--- src/logic/stx_pkg.sv ---
package stx_pkg;

   // three-level select pin codes: 2'b11 is an open pin
   typedef enum logic [1:0] {LVL_LOW, LVL_MID, LVL_HIGH} stx_lvl_e;

   localparam int CHAR_DIV = 8;
   localparam int PAB_DEPTH = 4;
   localparam int PAB_CENTER = 2;
   localparam logic [3:0] WS_LAST = 4'hf;
   localparam logic [7:0] K28_5_BYTE = 8'hbc;
   localparam logic [9:0] C07_ABCDEI_FGHJ = 10'h278;
   localparam logic [5:0] K28_6B = 6'h0f;
   localparam logic [3:0] K_Y7_4B = 4'h8;
   localparam logic [5:0] D07_6B = 6'h38;
   localparam logic [3:0] DX3_4B = 4'hc;
   localparam logic [3:0] A7_4B = 4'h7;
   localparam logic [8:0] BIST_SEED = 9'h1ff;
   localparam logic [1:0] CTL_WORD_SYNC = 2'h3;
   localparam logic [1:0] CTL_SPECIAL = 2'h1;

   function automatic stx_lvl_e stx_lvl_decode(input logic [1:0] code);
      case (code)
         2'h0: return LVL_LOW;
         2'h2: return LVL_HIGH;
         default: return LVL_MID;
      endcase
   endfunction : stx_lvl_decode

endpackage : stx_pkg

--- src/logic/stx_enc_if.sv ---
`timescale 1ns/1ps
`default_nettype none
interface stx_enc_if;
   logic valid;
   logic is_k;
   logic is_viol;
   logic [7:0] data;
   logic [9:0] code;
   modport path (output valid, output is_k, output is_viol, output data, input code);
   modport enc (input valid, input is_k, input is_viol, input data, output code);
endinterface : stx_enc_if
`default_nettype wire

--- src/logic/stx_encoder.sv ---
`timescale 1ns/1ps
`default_nettype none
module stx_encoder (
   // clock and reset
   input wire logic ref_clk_i,
   input wire logic arst_n_i,
   // character request and code
   stx_enc_if.enc e
);
   // abcdei forms for negative running disparity
   localparam logic [5:0] T6 [32] = '{
      6'h27, 6'h1d, 6'h2d, 6'h31, 6'h35, 6'h29, 6'h19, 6'h38,
      6'h39, 6'h25, 6'h15, 6'h34, 6'h0d, 6'h2c, 6'h1c, 6'h17,
      6'h1b, 6'h23, 6'h13, 6'h32, 6'h0b, 6'h2a, 6'h1a, 6'h3a,
      6'h33, 6'h26, 6'h16, 6'h36, 6'h0e, 6'h2e, 6'h1e, 6'h2b};
   localparam logic [3:0] T4 [8] = '{4'hb, 4'h9, 4'h5, 4'hc, 4'hd, 4'ha, 4'h6, 4'he};
   localparam logic [3:0] K4 [8] = '{4'h4, 4'h9, 4'h5, 4'h3, 4'h2, 4'ha, 4'h6, 4'h8};

   logic rd;
   logic next_rd;
   logic [9:0] lit;

   always_comb begin
      logic [4:0] x;
      logic [2:0] y;
      logic [5:0] c6;
      logic [3:0] d4;
      logic [9:0] w;
      logic r6;
      logic k_ok;
      x = e.data[4:0];
      y = e.data[7:5];
      c6 = T6[x];
      d4 = T4[y];
      w = stx_pkg::C07_ABCDEI_FGHJ;
      r6 = rd ^ ($countones(c6) != 3);
      k_ok = (x == 5'd28) || (y == 3'd7 && (x == 5'd23 || x == 5'd27 || x == 5'd29
         || x == 5'd30));
      lit = '0;
      next_rd = rd;
      if (e.is_viol || e.is_k) begin
         if (!e.is_viol && k_ok) begin
            w = (x == 5'd28) ? {stx_pkg::K28_6B, K4[y]} : {c6, stx_pkg::K_Y7_4B};
         end
         lit = rd ? ~w : w;
         next_rd = rd ^ ($countones(w) != 5);
      end else begin
         if (rd && ($countones(c6) != 3 || c6 == stx_pkg::D07_6B)) begin
            c6 = ~c6;
         end
         if (y == 3'd7 && ((!r6 && (x == 5'd17 || x == 5'd18 || x == 5'd20))
               || (r6 && (x == 5'd11 || x == 5'd13 || x == 5'd14)))) begin
            d4 = stx_pkg::A7_4B;
         end
         next_rd = r6 ^ ($countones(d4) != 2);
         if (r6 && ($countones(d4) != 2 || d4 == stx_pkg::DX3_4B)) begin
            d4 = ~d4;
         end
         lit = {c6, d4};
      end
   end

   // bit a leaves the shifter first, so it lands in bit 0
   assign e.code = {<<{lit}};

   always_ff @(posedge ref_clk_i or negedge arst_n_i) begin
      if (!arst_n_i) begin
         rd <= 1'b0;
      end else if (e.valid) begin
         rd <= next_rd; // [RULE24]
      end
   end
endmodule : stx_encoder
`default_nettype wire

--- src/logic/stx_input_path.sv ---
// Operation
// RULE1 - capture eight data, two control bits per clock
// RULE2 - bypass: control bits top of ten-bit character
// RULE3 - upper mode not LOW enables encoder
// RULE4 - lower mode not HIGH captures special select
// RULE5 - synchronous reference clocking skips phase buffer
// RULE6 - other clocking routes through phase buffer
// RULE7 - two low samples initialize, release sets phase
// RULE8 - buffer reset synchronized before use
// RULE9 - buffer tolerates half character drift
// RULE10 - buffer error holds error flag until reset
// RULE11 - buffer error sends violation character continuously
// RULE12 - atomic word sync recenters buffer, clears error
// RULE13 - host may repeat word sync after recenter
// RULE14 - odd parity check, off when control LOW
// RULE15 - MID encoded: data plus parity bit checked
// RULE16 - HIGH, or MID bypass: all bits checked
// RULE17 - encoded parity error: C0.7 at running disparity
// RULE18 - bypass parity error: positive C0.7 always
// RULE19 - positive error pattern is 1001111000
// RULE20 - parity errors raise the error flag
// RULE21 - self-test sequence of 511 characters
// RULE22 - K28.5 alone or sixteen-character word sync
// RULE23 - two three-level selects give nine modes
// RULE24 - encoded modes use disparity tracking 8B/10B
// RULE25 - three-level pins decode, open reads MID
`timescale 1ns/1ps
`default_nettype none
module stx_input_path #(
   parameter int CHAR_DIV = stx_pkg::CHAR_DIV,
   parameter int PAB_DEPTH = stx_pkg::PAB_DEPTH
) (
   // clock and reset
   input wire logic ref_clk_i,
   input wire logic arst_n_i,
   // host character pins
   input wire logic [7:0] tx_data_i,
   input wire logic [1:0] tx_control_bits_i,
   input wire logic special_code_select_i,
   input wire logic tx_parity_bit_i,
   input wire logic input_word_clock_i,
   input wire logic phase_buffer_reset_n_i,
   // configuration pins, three-level codes except the two-level rate select and self-test enable
   input wire logic [3:0] tx_mode_select_i,
   input wire logic [1:0] parity_check_control_i,
   input wire logic [1:0] input_clock_select_i,
   input wire logic input_rate_select_i,
   input wire logic bist_enable_i,
   // to the shifter
   output logic [9:0] tx_char_o,
   output logic tx_char_valid_o,
   output logic tx_error_flag_o
);
   localparam int AW = $clog2(PAB_DEPTH);
   localparam int DW = $clog2(CHAR_DIV);

   if (CHAR_DIV < 2) begin : g_div_chk
      $error("CHAR_DIV must be at least 2");
   end
   if (PAB_DEPTH < 2 * stx_pkg::PAB_CENTER || (1 << AW) != PAB_DEPTH) begin : g_depth_chk
      $error("PAB_DEPTH must be a power of two, at least 4");
   end

   ////////////////////////////////////////////////////////////////////////////////
   // synchronizers

   logic [11:0] hb_s1, hb_s2;
   logic [9:0] cfg_s1, cfg_s2;
   logic wclk_s1, wclk_s2, wclk_s3;
   logic prst_s1, prst_s2;

   always_ff @(posedge ref_clk_i or negedge arst_n_i) begin
      if (!arst_n_i) begin
         hb_s1 <= '0;
         hb_s2 <= '0;
         cfg_s1 <= '0;
         cfg_s2 <= '0;
         wclk_s1 <= 1'b0;
         wclk_s2 <= 1'b0;
         wclk_s3 <= 1'b0;
         prst_s1 <= 1'b1;
         prst_s2 <= 1'b1;
      end else begin
         hb_s1 <= {tx_parity_bit_i, special_code_select_i, tx_control_bits_i, tx_data_i};
         hb_s2 <= hb_s1;
         cfg_s1 <= {tx_mode_select_i, parity_check_control_i, input_clock_select_i,
            input_rate_select_i, bist_enable_i};
         cfg_s2 <= cfg_s1;
         wclk_s1 <= input_word_clock_i;
         wclk_s2 <= wclk_s1;
         wclk_s3 <= wclk_s2;
         prst_s1 <= phase_buffer_reset_n_i; // [RULE8]
         prst_s2 <= prst_s1;
      end
   end

   ////////////////////////////////////////////////////////////////////////////////
   // mode decode

   stx_pkg::stx_lvl_e mode_hi, mode_lo, par_lvl, cksel;
   logic rate, bist, enc_on, sc_cap, atomic, ws_by_sc, buf_en;

   always_comb begin
      mode_hi = stx_pkg::stx_lvl_decode(cfg_s2[9:8]); // [RULE25] [RULE23]
      mode_lo = stx_pkg::stx_lvl_decode(cfg_s2[7:6]);
      par_lvl = stx_pkg::stx_lvl_decode(cfg_s2[5:4]);
      cksel = stx_pkg::stx_lvl_decode(cfg_s2[3:2]);
      rate = cfg_s2[1];
      bist = cfg_s2[0];
      enc_on = mode_hi != stx_pkg::LVL_LOW; // [RULE3]
      sc_cap = mode_lo != stx_pkg::LVL_HIGH; // [RULE4]
      atomic = mode_hi == stx_pkg::LVL_MID;
      ws_by_sc = enc_on && mode_lo == stx_pkg::LVL_MID;
      buf_en = !(cksel == stx_pkg::LVL_LOW && !rate); // [RULE5] [RULE6]
   end

   ////////////////////////////////////////////////////////////////////////////////
   // character clock enable

   logic [DW-1:0] div_cnt;
   logic char_stb;

   always_ff @(posedge ref_clk_i or negedge arst_n_i) begin
      if (!arst_n_i) begin
         div_cnt <= '0;
         char_stb <= 1'b0;
      end else begin
         char_stb <= div_cnt == DW'(CHAR_DIV - 1);
         div_cnt <= (div_cnt == DW'(CHAR_DIV - 1)) ? '0 : div_cnt + 1'b1;
      end
   end

   ////////////////////////////////////////////////////////////////////////////////
   // phase-align buffer reset: two low samples in a row

   logic prst_low_seen, buf_hold, pab_release;

   always_ff @(posedge ref_clk_i or negedge arst_n_i) begin
      if (!arst_n_i) begin
         prst_low_seen <= 1'b0;
         buf_hold <= 1'b0;
      end else begin
         prst_low_seen <= !prst_s2;
         if (prst_s2) begin
            buf_hold <= 1'b0;
         end else if (prst_low_seen) begin
            buf_hold <= 1'b1; // [RULE7]
         end
      end
   end

   assign pab_release = buf_hold && prst_s2;

   ////////////////////////////////////////////////////////////////////////////////
   // phase-align buffer

   logic [11:0] mem [PAB_DEPTH];
   logic [AW:0] wr_ptr, rd_ptr, count;
   logic buf_ready, prime, pab_err, wr_stb, recenter;
   logic [11:0] cur;
   logic cur_ok;

   assign count = wr_ptr - rd_ptr;
   assign wr_stb = buf_en && (cksel == stx_pkg::LVL_LOW ? char_stb : wclk_s2 && !wclk_s3);
   assign cur = buf_en ? mem[rd_ptr[AW-1:0]] : hb_s2; // [RULE1]
   assign cur_ok = !buf_en || (buf_ready && !prime && count != '0);

   // margin of PAB_CENTER words either way covers half a character of drift
   always_ff @(posedge ref_clk_i or negedge arst_n_i) begin
      if (!arst_n_i) begin
         wr_ptr <= '0;
         rd_ptr <= '0;
         buf_ready <= 1'b0;
         prime <= 1'b0;
         pab_err <= 1'b0;
      end else if (buf_hold && !prst_s2) begin
         wr_ptr <= '0;
         rd_ptr <= '0;
         buf_ready <= 1'b0;
         prime <= 1'b0;
         pab_err <= 1'b0;
      end else begin
         if (pab_release || recenter) begin
            buf_ready <= 1'b1; // [RULE7] [RULE12]
            prime <= 1'b1;
            pab_err <= 1'b0;
            rd_ptr <= wr_ptr;
         end else if (char_stb && buf_en && buf_ready) begin
            if (prime) begin
               prime <= count < (AW + 1)'(stx_pkg::PAB_CENTER); // [RULE9]
            end else if (count == '0) begin
               pab_err <= 1'b1; // [RULE10]
            end else begin
               rd_ptr <= rd_ptr + 1'b1;
            end
         end
         if (wr_stb && buf_ready) begin
            if (count == (AW + 1)'(PAB_DEPTH)) begin
               pab_err <= 1'b1; // [RULE10]
            end else begin
               wr_ptr <= wr_ptr + 1'b1;
            end
         end
      end
   end

   always_ff @(posedge ref_clk_i) begin
      if (wr_stb && buf_ready && count != (AW + 1)'(PAB_DEPTH)) begin
         mem[wr_ptr[AW-1:0]] <= hb_s2; // [RULE1]
      end
   end

   ////////////////////////////////////////////////////////////////////////////////
   // parity, word sync, self-test

   logic [7:0] cd;
   logic [1:0] cc;
   logic csc, cp, par_bad, ws_req, ws_start, ws_cont, ws_active, show_err;
   logic [3:0] ws_cnt;
   logic [8:0] lfsr;

   always_comb begin
      cd = cur[7:0];
      cc = cur[9:8];
      csc = cur[10] && sc_cap; // [RULE4]
      cp = cur[11];
      par_bad = cur_ok && !ws_active && !bist && ( // [RULE14]
         ((par_lvl == stx_pkg::LVL_HIGH || (par_lvl == stx_pkg::LVL_MID && !enc_on))
            && !(^{cd, cc, cp})) // [RULE16]
         || (par_lvl == stx_pkg::LVL_MID && enc_on && !(^{cd, cp}))); // [RULE15]
      ws_req = enc_on && cur_ok && (cc == stx_pkg::CTL_WORD_SYNC || (ws_by_sc && csc));
      ws_cont = ws_active && (atomic || ws_req);
      ws_start = char_stb && !ws_active && ws_req && !par_bad && !bist;
      recenter = ws_start && atomic && pab_err; // [RULE12]
      show_err = pab_err && !recenter;
   end

   always_ff @(posedge ref_clk_i or negedge arst_n_i) begin
      if (!arst_n_i) begin
         ws_active <= 1'b0;
         ws_cnt <= '0;
      end else if (char_stb) begin
         if (ws_cont) begin
            ws_cnt <= ws_cnt + 1'b1;
            ws_active <= ws_cnt != stx_pkg::WS_LAST; // [RULE22]
         end else if (ws_start) begin
            ws_active <= 1'b1;
            ws_cnt <= 4'h1;
         end else begin
            ws_active <= 1'b0;
         end
      end
   end

   always_ff @(posedge ref_clk_i or negedge arst_n_i) begin
      if (!arst_n_i) begin
         lfsr <= stx_pkg::BIST_SEED;
      end else if (!bist) begin
         lfsr <= stx_pkg::BIST_SEED;
      end else if (char_stb) begin
         lfsr <= {lfsr[7:0], lfsr[8] ^ lfsr[4]}; // [RULE21]
      end
   end

   ////////////////////////////////////////////////////////////////////////////////
   // character selection

   stx_enc_if enc_bus ();
   logic use_enc;
   logic [9:0] raw_val;

   always_comb begin
      use_enc = 1'b1;
      raw_val = cur[9:0];
      enc_bus.is_k = 1'b1;
      enc_bus.is_viol = 1'b0;
      enc_bus.data = stx_pkg::K28_5_BYTE;
      if (show_err || (cur_ok && par_bad && !bist && !ws_cont)) begin
         use_enc = enc_on; // [RULE11] [RULE17]
         enc_bus.is_viol = 1'b1;
         raw_val = {<<{stx_pkg::C07_ABCDEI_FGHJ}}; // [RULE18] [RULE19]
      end else if (bist) begin
         enc_bus.is_k = 1'b0; // [RULE21]
         enc_bus.data = lfsr[7:0];
      end else if (ws_cont || ws_start || !cur_ok) begin
         enc_bus.data = stx_pkg::K28_5_BYTE; // [RULE22]
      end else if (!enc_on) begin
         use_enc = 1'b0; // [RULE2]
      end else if (!cc[0]) begin
         enc_bus.is_k = 1'b0; // [RULE3]
         enc_bus.data = cd;
      end else if (cc == stx_pkg::CTL_SPECIAL && csc && !ws_by_sc) begin
         enc_bus.data = cd; // [RULE4]
      end
      enc_bus.valid = char_stb && use_enc;
   end

   stx_encoder u_enc (
      .ref_clk_i(ref_clk_i),
      .arst_n_i(arst_n_i),
      .e(enc_bus)
   );

   logic par_flag;

   always_ff @(posedge ref_clk_i or negedge arst_n_i) begin
      if (!arst_n_i) begin
         tx_char_o <= '0;
         tx_char_valid_o <= 1'b0;
         par_flag <= 1'b0;
         tx_error_flag_o <= 1'b0;
      end else begin
         tx_char_valid_o <= char_stb;
         if (char_stb) begin
            tx_char_o <= use_enc ? enc_bus.code : raw_val;
            par_flag <= par_bad && !show_err && !ws_cont; // [RULE20]
         end
         tx_error_flag_o <= pab_err || par_flag; // [RULE10] [RULE20]
      end
   end
endmodule : stx_input_path
`default_nettype wire

--- config.mk ---
export PLATFORM = sky130hd
export DESIGN_NAME = stx_input_path
export DESIGN_NICKNAME = d
export VERILOG_FILES = /design/src/logic/stx_pkg.sv /design/src/logic/stx_enc_if.sv /design/src/logic/stx_encoder.sv /design/src/logic/stx_input_path.sv
export SDC_FILE = /design/constraint.sdc
export NUM_CORES = 1
export LEC_CHECK = 0
export BUFFER_PORTS_ARGS = -buffer_cell sky130_fd_sc_hd__buf_2
export CORE_ASPECT_RATIO = 0.8
export CORE_MARGIN = 5
export CORE_UTILIZATION = 25
export DETAILED_ROUTE_END_ITERATION = 12
export GPL_TIMING_DRIVEN = 1
export HOLD_SLACK_MARGIN = 0.03
export PLACE_DENSITY_LB_ADDON = 0.1
export SLEW_MARGIN = 20
export SYNTH_ARGS = -nofsm -noshare
export SYNTH_HDL_FRONTEND = slang
export SYNTH_SLANG_ARGS = --single-unit
--- constraint.sdc ---
create_clock -name ref_clk_i -period 13.5 [get_ports ref_clk_i]
set_clock_uncertainty 0.1 [all_clocks]
set_input_delay 1.35 -clock ref_clk_i [delete_from_list [all_inputs] [get_ports ref_clk_i]]
set_output_delay 1.35 -clock ref_clk_i [all_outputs]
set_load 0.02 [all_outputs]
* Word level (Yosys, flattened, before mapping)
Memory sizes are Yosys's and may differ from the RTL's.
Cells that the tools add are included.
** Word-level totals
- Logic and storage cells :: 276
- Register bits after elaboration :: 92
- Bits of input ports :: 26
- Bits in writable memories :: 48
- Memories :: 4
- ROM bits :: 256
- Output and inout bits :: 12
** Cells by class
- Order comparisons :: 3
- Reductions and logical operators :: 104
- Equality and inequality tests :: 36
- Bitwise gates (word level) :: 9
- Add/subtract/negate cells :: 22
- Mux-type cells :: 72
** Memories
- (no name shown) :: words 32, width 6, rd ports 1, clocked after Yosys merged registers in 0, wr ports 0, line stx_encoder.sv:33 : c6 = T6[x];
- mem :: words 4, width 12, rd ports 1, clocked after Yosys merged registers in 0, wr ports 1, line stx_input_path.sv:157 : logic [11:0] mem [PAB_DEPTH];
- (no name shown) :: words 8, width 4, rd ports 1, clocked after Yosys merged registers in 0, wr ports 0, line stx_encoder.sv:34 : d4 = T4[y];
- (no name shown) :: words 8, width 4, rd ports 1, clocked after Yosys merged registers in 0, wr ports 0, line stx_encoder.sv:43 : w = (x == 5'd28) ? {stx_pkg::K28_6B, K4[y]} : {c6, stx_pkg::K_Y7_4B};
** Operator list (count)
- $add 32x32->32 :: 7
- $mux 10 :: 7
- $ne 32x3->1 const B :: 2
- $mux 8 :: 6
- $logic_and 1x1->1 :: 46
- $eq 5x5->1 const B :: 8
- $mux 4 :: 9
- $ne 32x4->1 const B :: 1
- $mux 1 :: 31
- $mux 3 :: 9
- $logic_or 1x1->1 :: 22
- $add 1x1->2 :: 10
- $logic_not 1->1 :: 18
- $mux 6 :: 3
- $mux 9 :: 2
- $pmux 2 s2 :: 4
- $eq 5x4->1 const B :: 3
- $eq 2x2->1 const B :: 6
- $mux 12 :: 1
- $reduce_xor 11->1 :: 1
- $logic_not 2->1 :: 5
- $not 10->10 :: 1
- $reduce_bool 2->1 :: 5
- $add 3x1->3 const B :: 3
- other kinds (24) :: 36

* Logic depth before layout (Yosys ltp)
- Word-level depth :: 42
- Mapped depth :: 41

* Modules after synthesis
Synthesis repeated with hierarchy kept, for this count alone.
** Unflattened totals
- Cells, all modules :: 659
- Area, all modules :: 7561.0 µm²
** Modules (own cells, without submodules)
- stx_input_path :: area each 5911.9 µm², cells each 430, sequential area each 3732.3 µm², times used 1
- stx_encoder :: area each 1649.1 µm², cells each 229, sequential area each 25.0 µm², times used 1

* Worst setup path before layout
OpenSTA, ideal clock, no wires.
- Kind :: register -> register
- From :: register wr_ptr[0]
- To :: register tx_char_o[7]
- Data arrival time :: 8.540 ns
- Cell stages (with the launch flop) :: 40
- Data required time :: 13.257 ns
- Setup time :: 0.143 ns
- Setup slack :: 4.717 ns
- Path through :: dfrtp_1 -> inv_1 -> ha_1 -> fa_1 -> xnor3_1 -> a221oi_1 -> nand4b_1 -> nor3b_1 -> or4bb_1 -> nand4_1 -> o21a_1 -> buf_2 -> buf_1 -> nand2_1 -> inv_1 -> ha_1 -> nor3_1 -> a311o_1 -> [... 4 more ...] -> fa_1 -> ha_1 -> nand4b_1 -> xor2_1 -> nand2_1 -> a211oi_1 -> a21oi_1 -> and2_1 -> ha_1 -> ha_1 -> fa_1 -> nor3b_1 -> nand2_1 -> nand2_1 -> xor2_1 -> nor2_1 -> a211oi_1 -> a21oi_1
** On the way
- Longest elaborated chain between the ends :: 39
** Ends and longest elaborated chain
- start: declaration :: line stx_input_path.sv:158 : logic [AW:0] wr_ptr, rd_ptr, count;
- start signal: assignment :: line stx_input_path.sv:201 : wr_ptr <= wr_ptr + 1'b1;
- $sub 3x3->3 (*) :: line stx_input_path.sv:163 : assign count = wr_ptr - rd_ptr;
- $reduce_bool 3->1 (*) :: line stx_input_path.sv:166 : assign cur_ok = !buf_en || (buf_ready && !prime && count != '0);
- $logic_and 1x1->1 (*) :: line stx_input_path.sv:166
- $logic_or 1x1->1 (*) :: line stx_input_path.sv:166
- $logic_and 1x1->1 (3 in series) :: line stx_input_path.sv:227 : par_bad = cur_ok && !ws_active && !bist && (
- $logic_not 1->1 :: line stx_input_path.sv:233 : ws_start = char_stb && !ws_active && ws_req && !par_bad && !bist;
- $logic_and 1x1->1 (2 in series) :: line stx_input_path.sv:233
- $logic_and 1x1->1 (2 in series) :: line stx_input_path.sv:234 : recenter = ws_start && atomic && pab_err;
- [... 19 more ...]
- $add 1x1->2 (implied by the code) :: line stx_encoder.sv:56 : if (r6 && ($countones(d4) != 2 || d4 == stx_pkg::DX3_4B)) begin
- $add 32x32->32 (implied by the code) :: line stx_encoder.sv:56
- $ne 32x3->1 :: line stx_encoder.sv:56
- $logic_or 1x1->1 :: line stx_encoder.sv:56
- $logic_and 1x1->1 :: line stx_encoder.sv:56
- $mux 4 :: line stx_encoder.sv:56
- $mux 10 :: line stx_encoder.sv:41 : if (e.is_viol || e.is_k) begin
- $mux 10 (*) :: line stx_input_path.sv:315 : tx_char_o <= use_enc ? enc_bus.code : raw_val;
- end signal: assignment :: line stx_input_path.sv:315
- end: declaration :: line stx_input_path.sv:50 : output logic [9:0] tx_char_o,
Every way passes the cells marked *; elsewhere a longest branch is shown, timed or not. The select of a mux whose other input is x is not followed.
A chain may end at the register's enable or synchronous reset.

* Final worst setup path
- From :: register rd_ptr[0]
- To :: register tx_char_o[7]
** On the way
- Longest elaborated chain between the ends :: 39
** Ends and longest elaborated chain
- start: declaration :: line stx_input_path.sv:158
- start signal: assignment :: line stx_input_path.sv:187 : rd_ptr <= wr_ptr;
- start signal: assignment :: line stx_input_path.sv:194 : rd_ptr <= rd_ptr + 1'b1;
- $mem_v2 4x12 / $sub 3x3->3 (equally long branches)
- $mux 12 / $reduce_bool 3->1 (equally long branches) :: line stx_input_path.sv:165, stx_input_path.sv:166
- $reduce_xor 11->1 (tied with other cells) :: line stx_input_path.sv:229 : && !(^{cd, cc, cp}))
- $logic_not 1->1 (tied with other cells) :: line stx_input_path.sv:229
- $logic_and 1x1->1, on equally long branches :: line stx_input_path.sv:229, stx_input_path.sv:227, stx_input_path.sv:230
- $logic_or 1x1->1 / $logic_and 1x1->1 (equally long branches) :: line stx_input_path.sv:230, stx_input_path.sv:227
- $logic_and 1x1->1 :: line stx_input_path.sv:227
- $logic_not 1->1 :: line stx_input_path.sv:233
- [... 23 more ...]
- $add 1x1->2 (implied by the code) :: line stx_encoder.sv:56
- $add 32x32->32 (implied by the code) :: line stx_encoder.sv:56
- $ne 32x3->1 :: line stx_encoder.sv:56
- $logic_or 1x1->1 :: line stx_encoder.sv:56
- $logic_and 1x1->1 :: line stx_encoder.sv:56
- $mux 4 :: line stx_encoder.sv:56
- $mux 10 :: line stx_encoder.sv:41
- $mux 10 (*) :: line stx_input_path.sv:315
Marks and branches as above.

==> out/results.ini <==
[clocking]
holdBufCountCts = 0
cts_setup_buffers = 0
cts-root-buf = clkbuf_16
clkTransAtPathRegs_ns = 0.07
clockBufferDepth = 2
cts_made_buffers = 17
insertion_delay_ns = 0.43
cts_resized = 0
htree_levels = 4
cts_tree = built
cts.sink_count = 140

[routing]
drtPass1Iterations = 6
num_vias = 5206
via_per_inst = 4.66
drc_errors = 0
ant_nets = 0
drtIter0Drc = 370
wl_mm = 20.8
wire_per_inst_um = 18.6

[synthesis]
synthXorXnorAreaFrac_pct = 5.92
yosysTopAreaCell = dfrtp_1
synth_fa_ha_area_share_pct = 7.42
synth.distinct_cells = 75
syn-num-nets = 720
synth_ff_type = dfrtp_1
synth_area_leaders = dfrtp_1 (27%), edfxtp_1 (19%), ha_1 (4.8%), mux4_2 (4.2%), dfstp_2 (3.8%)
yosysSeqAreaShare_pct = 49.5
synthArstFlopShare_pct = 65.7
synth_cells = 655
synth-compound-area-share_pct = 12.7
synth.area.mux_share_pct = 7.74
syn_area_per_cell_um2 = 11.6
synth_top_area_share_pct = 26.7
synth_edf_count = 48
yosysWarnings = 0
synth_top_family_by_area = simple AND/OR/NAND/NOR gates
synth-simple-area-share_pct = 13.3
synth.cell_area_um2 = 7580
synth-seq-cells = 140

[setup_path]
critical_path.max_fanout = 18
worstSetupPathType = flip-flop to flip-flop
cp_slowest_cell = dfrtp_2
worstSetupEndpointType = flip-flop
r2r_setup_slack_ns = 2.95
crit_required_ns = 13.69
cp_common_cell = ha_1
cp_slowest_stage_delay_ns = 0.62
reg2regPathDepth = 37
crit_arrival_ns = 10.74
cp-start-kind = flip-flop

[power]
power_density_nw_per_um2 = 218
peakVddDrop_mv = 0.0943
p_leak_nw = 3.46

[placement]
io_buffer_count = 37
dp_hpwl_mm = 15.2
dpl.cell_count = 1085
place_area_um2 = 8210
globalplace.congestion = 0.824

[flow_run]
drv_cap = 0

[sta]
drv_slew = 0
setup_tns_ns = 0
grt_setup_unrepaired = no
finalSetupViolCount = 0
timing.fmax_mhz = 94.8
fin_crit_sh_pct = 78.1
slew_headroom_pct = 35.5
tightest_slew_ns = 0.960
finalHoldViolations = 0
period_minus_slack_ns = 10.55

[final_layout]
utilization_pct = 29.1
final_nets = 756
final_area_um2 = 8790
drive_gt1_share_pct = 16.9
stdcell_count = 1117
fillerInstances = 3095
num_antenna_cells = 0
syn_to_final_growth_pct = 15.9

[floorplan]
die_area_um2 = 33900
rows = 57
core_um2 = 30200
ios = 38
die_y_um = 166
dieWidth_um = 205
initial_utilization_pct = 25.1

[global_route]
antenna_found_initial = 0
grt_usage_pct = 12.8
overflow = 0
grt_pass1_wl_mm = 33.3
grt_pass1_vias = 5510
grt_max_degree = 60

[outcome]
status = finished clean

[worst_hold_path]
hold_depth = 0
min_path_type = flip-flop to flip-flop

==> metrics by stage <==
| stage | setup WS [ns] | hold WS (ns) | power, mW |
|---|---|---|---|
| 2_1_floorplan | 4.72 | 0.231 | 1.21 |
| 3_3_place_gp | 3.00 | 0.237 | 1.45 |
| 3_5_place_dp | 2.76 | 0.235 | 1.46 |
| 4_1_cts | 2.68 | 0.249 | 1.94 |
| 5_1_grt | 2.13 | 0.254 | 2.08 |
| 6_report | 2.95 | 0.247 | 1.92 |
==> logic make-up (layout without fill, tap and decap cells) <==
logic type / count (synthesis) / in the layout
compound gates: 124 / 124
fa+ha+maj: 39 / 39
mux: 38 / 38
other cells: 1 / 1
flops: 140 / 140
buf+inv: 62 / 111
xor+xnor: 48 / 48
simple gates: 203 / 203
==> synthesized netlist by cell type (all sizes together), types with 4 or more instances <==
| library cell | number |
|---|---|
| nand4 | 8 |
| buf | 13 |
| mux4 | 14 |
| o41a | 5 |
| mux2i | 22 |
| nand2 | 62 |
| dfrtp | 81 |
| nand2b | 9 |
| a21oi | 23 |
| fa | 10 |
| and2 | 12 |
| a211oi | 4 |
| and3 | 6 |
| nor2b | 5 |
| inv | 36 |
| ha | 29 |
| a31oi | 6 |
| edfxtp | 48 |
| o21ai | 25 |
| nor2 | 47 |
| xnor2 | 26 |
| dfstp | 11 |
| nor3 | 18 |
| a22oi | 5 |
| nor4 | 7 |
| nor3b | 6 |
| xor2 | 20 |
| clkbuf | 13 |
| o41ai | 8 |
| o211ai | 4 |
| o21a | 4 |
| o22ai | 5 |
| nand3 | 8 |
| a221oi | 5 |
| or2 | 5 |
==> final timing paths <==
check,startpoint,end
max,rd_ptr[0],tx_char_o[7]
min,wclk_s1,wclk_s2
max reg2reg,rd_ptr[0],tx_char_o[7]
min reg2reg,wclk_s1,wclk_s2
max in group asynchronous,arst_n_i,tx_char_o[3]
min in group asynchronous,arst_n_i,wr_ptr[2]
==> flip-flops by register name, indices dropped and copies added, names as in the netlist, 4 cells and up <==
signal / flops
hb_s1: 12
cfg_s1: 10
mem: 48
ws_cnt: 4
hb_s2: 12
tx_char_o: 10
lfsr: 9
cfg_s2: 10
==> worst max-delay path, delay by kind of cell, from the launching register on <==
kind	cells	cell delay, ns
simple gates	13	3.18
compound gates	9	2.31
flops	1	0.62
fa+ha+maj	9	2.84
xor+xnor	3	0.92
buf+inv	3	0.42
==> power breakdown <==
part	leakage (nW)	internal [mW]	total (mW)	switching (mW)
logic	1.67	0.366	0.894	0.529
clock network	0.275	0.261	0.465	0.205
registers	1.52	0.492	0.561	0.0694
==> cell usage in the layout (no fill, tap or decap), types with 6 or more instances in the layout <==
cell type	instances
and3_1	6
nor3b_1	6
buf_2	36
nand2_1	62
fa_1	10
nand2b_1	9
dfrtp_1	80
edfxtp_1	48
mux4_2	14
nand4_1	8
nor4_1	7
nor3_1	18
xor2_1	20
a31oi_1	6
buf_4	7
inv_1	36
o21ai_1	9
ha_1	29
dfstp_2	11
xnor2_1	26
and2_1	10
clkbuf_16	17
a21oi_1	23
mux2i_1	20
nor2_1	47
o21ai_0	16
nand3_1	8
==> layer usage <==
metal  wire [um]  vias to the layer above  GRT usage, %
li1            -                     2466             -
met1       10800                     2623          19.4
met2        8880                      101          18.4
met3         833                       16          2.89
met4         261                        0          3.23
met5           0                        -             0
==> area by class of cell <==
class / instances / area [um^2] / area share, %
tap: 413 / 517 / 5.88
clock inverter: 15 / 154 / 1.75
multi-input combinational: 453 / 3570 / 40.6
clock buffer: 17 / 425 / 4.84
inverter: 36 / 135 / 1.54
sequential: 140 / 3760 / 42.7
timing repair buffer: 43 / 233 / 2.65
(Power assumes the default switching activity.)
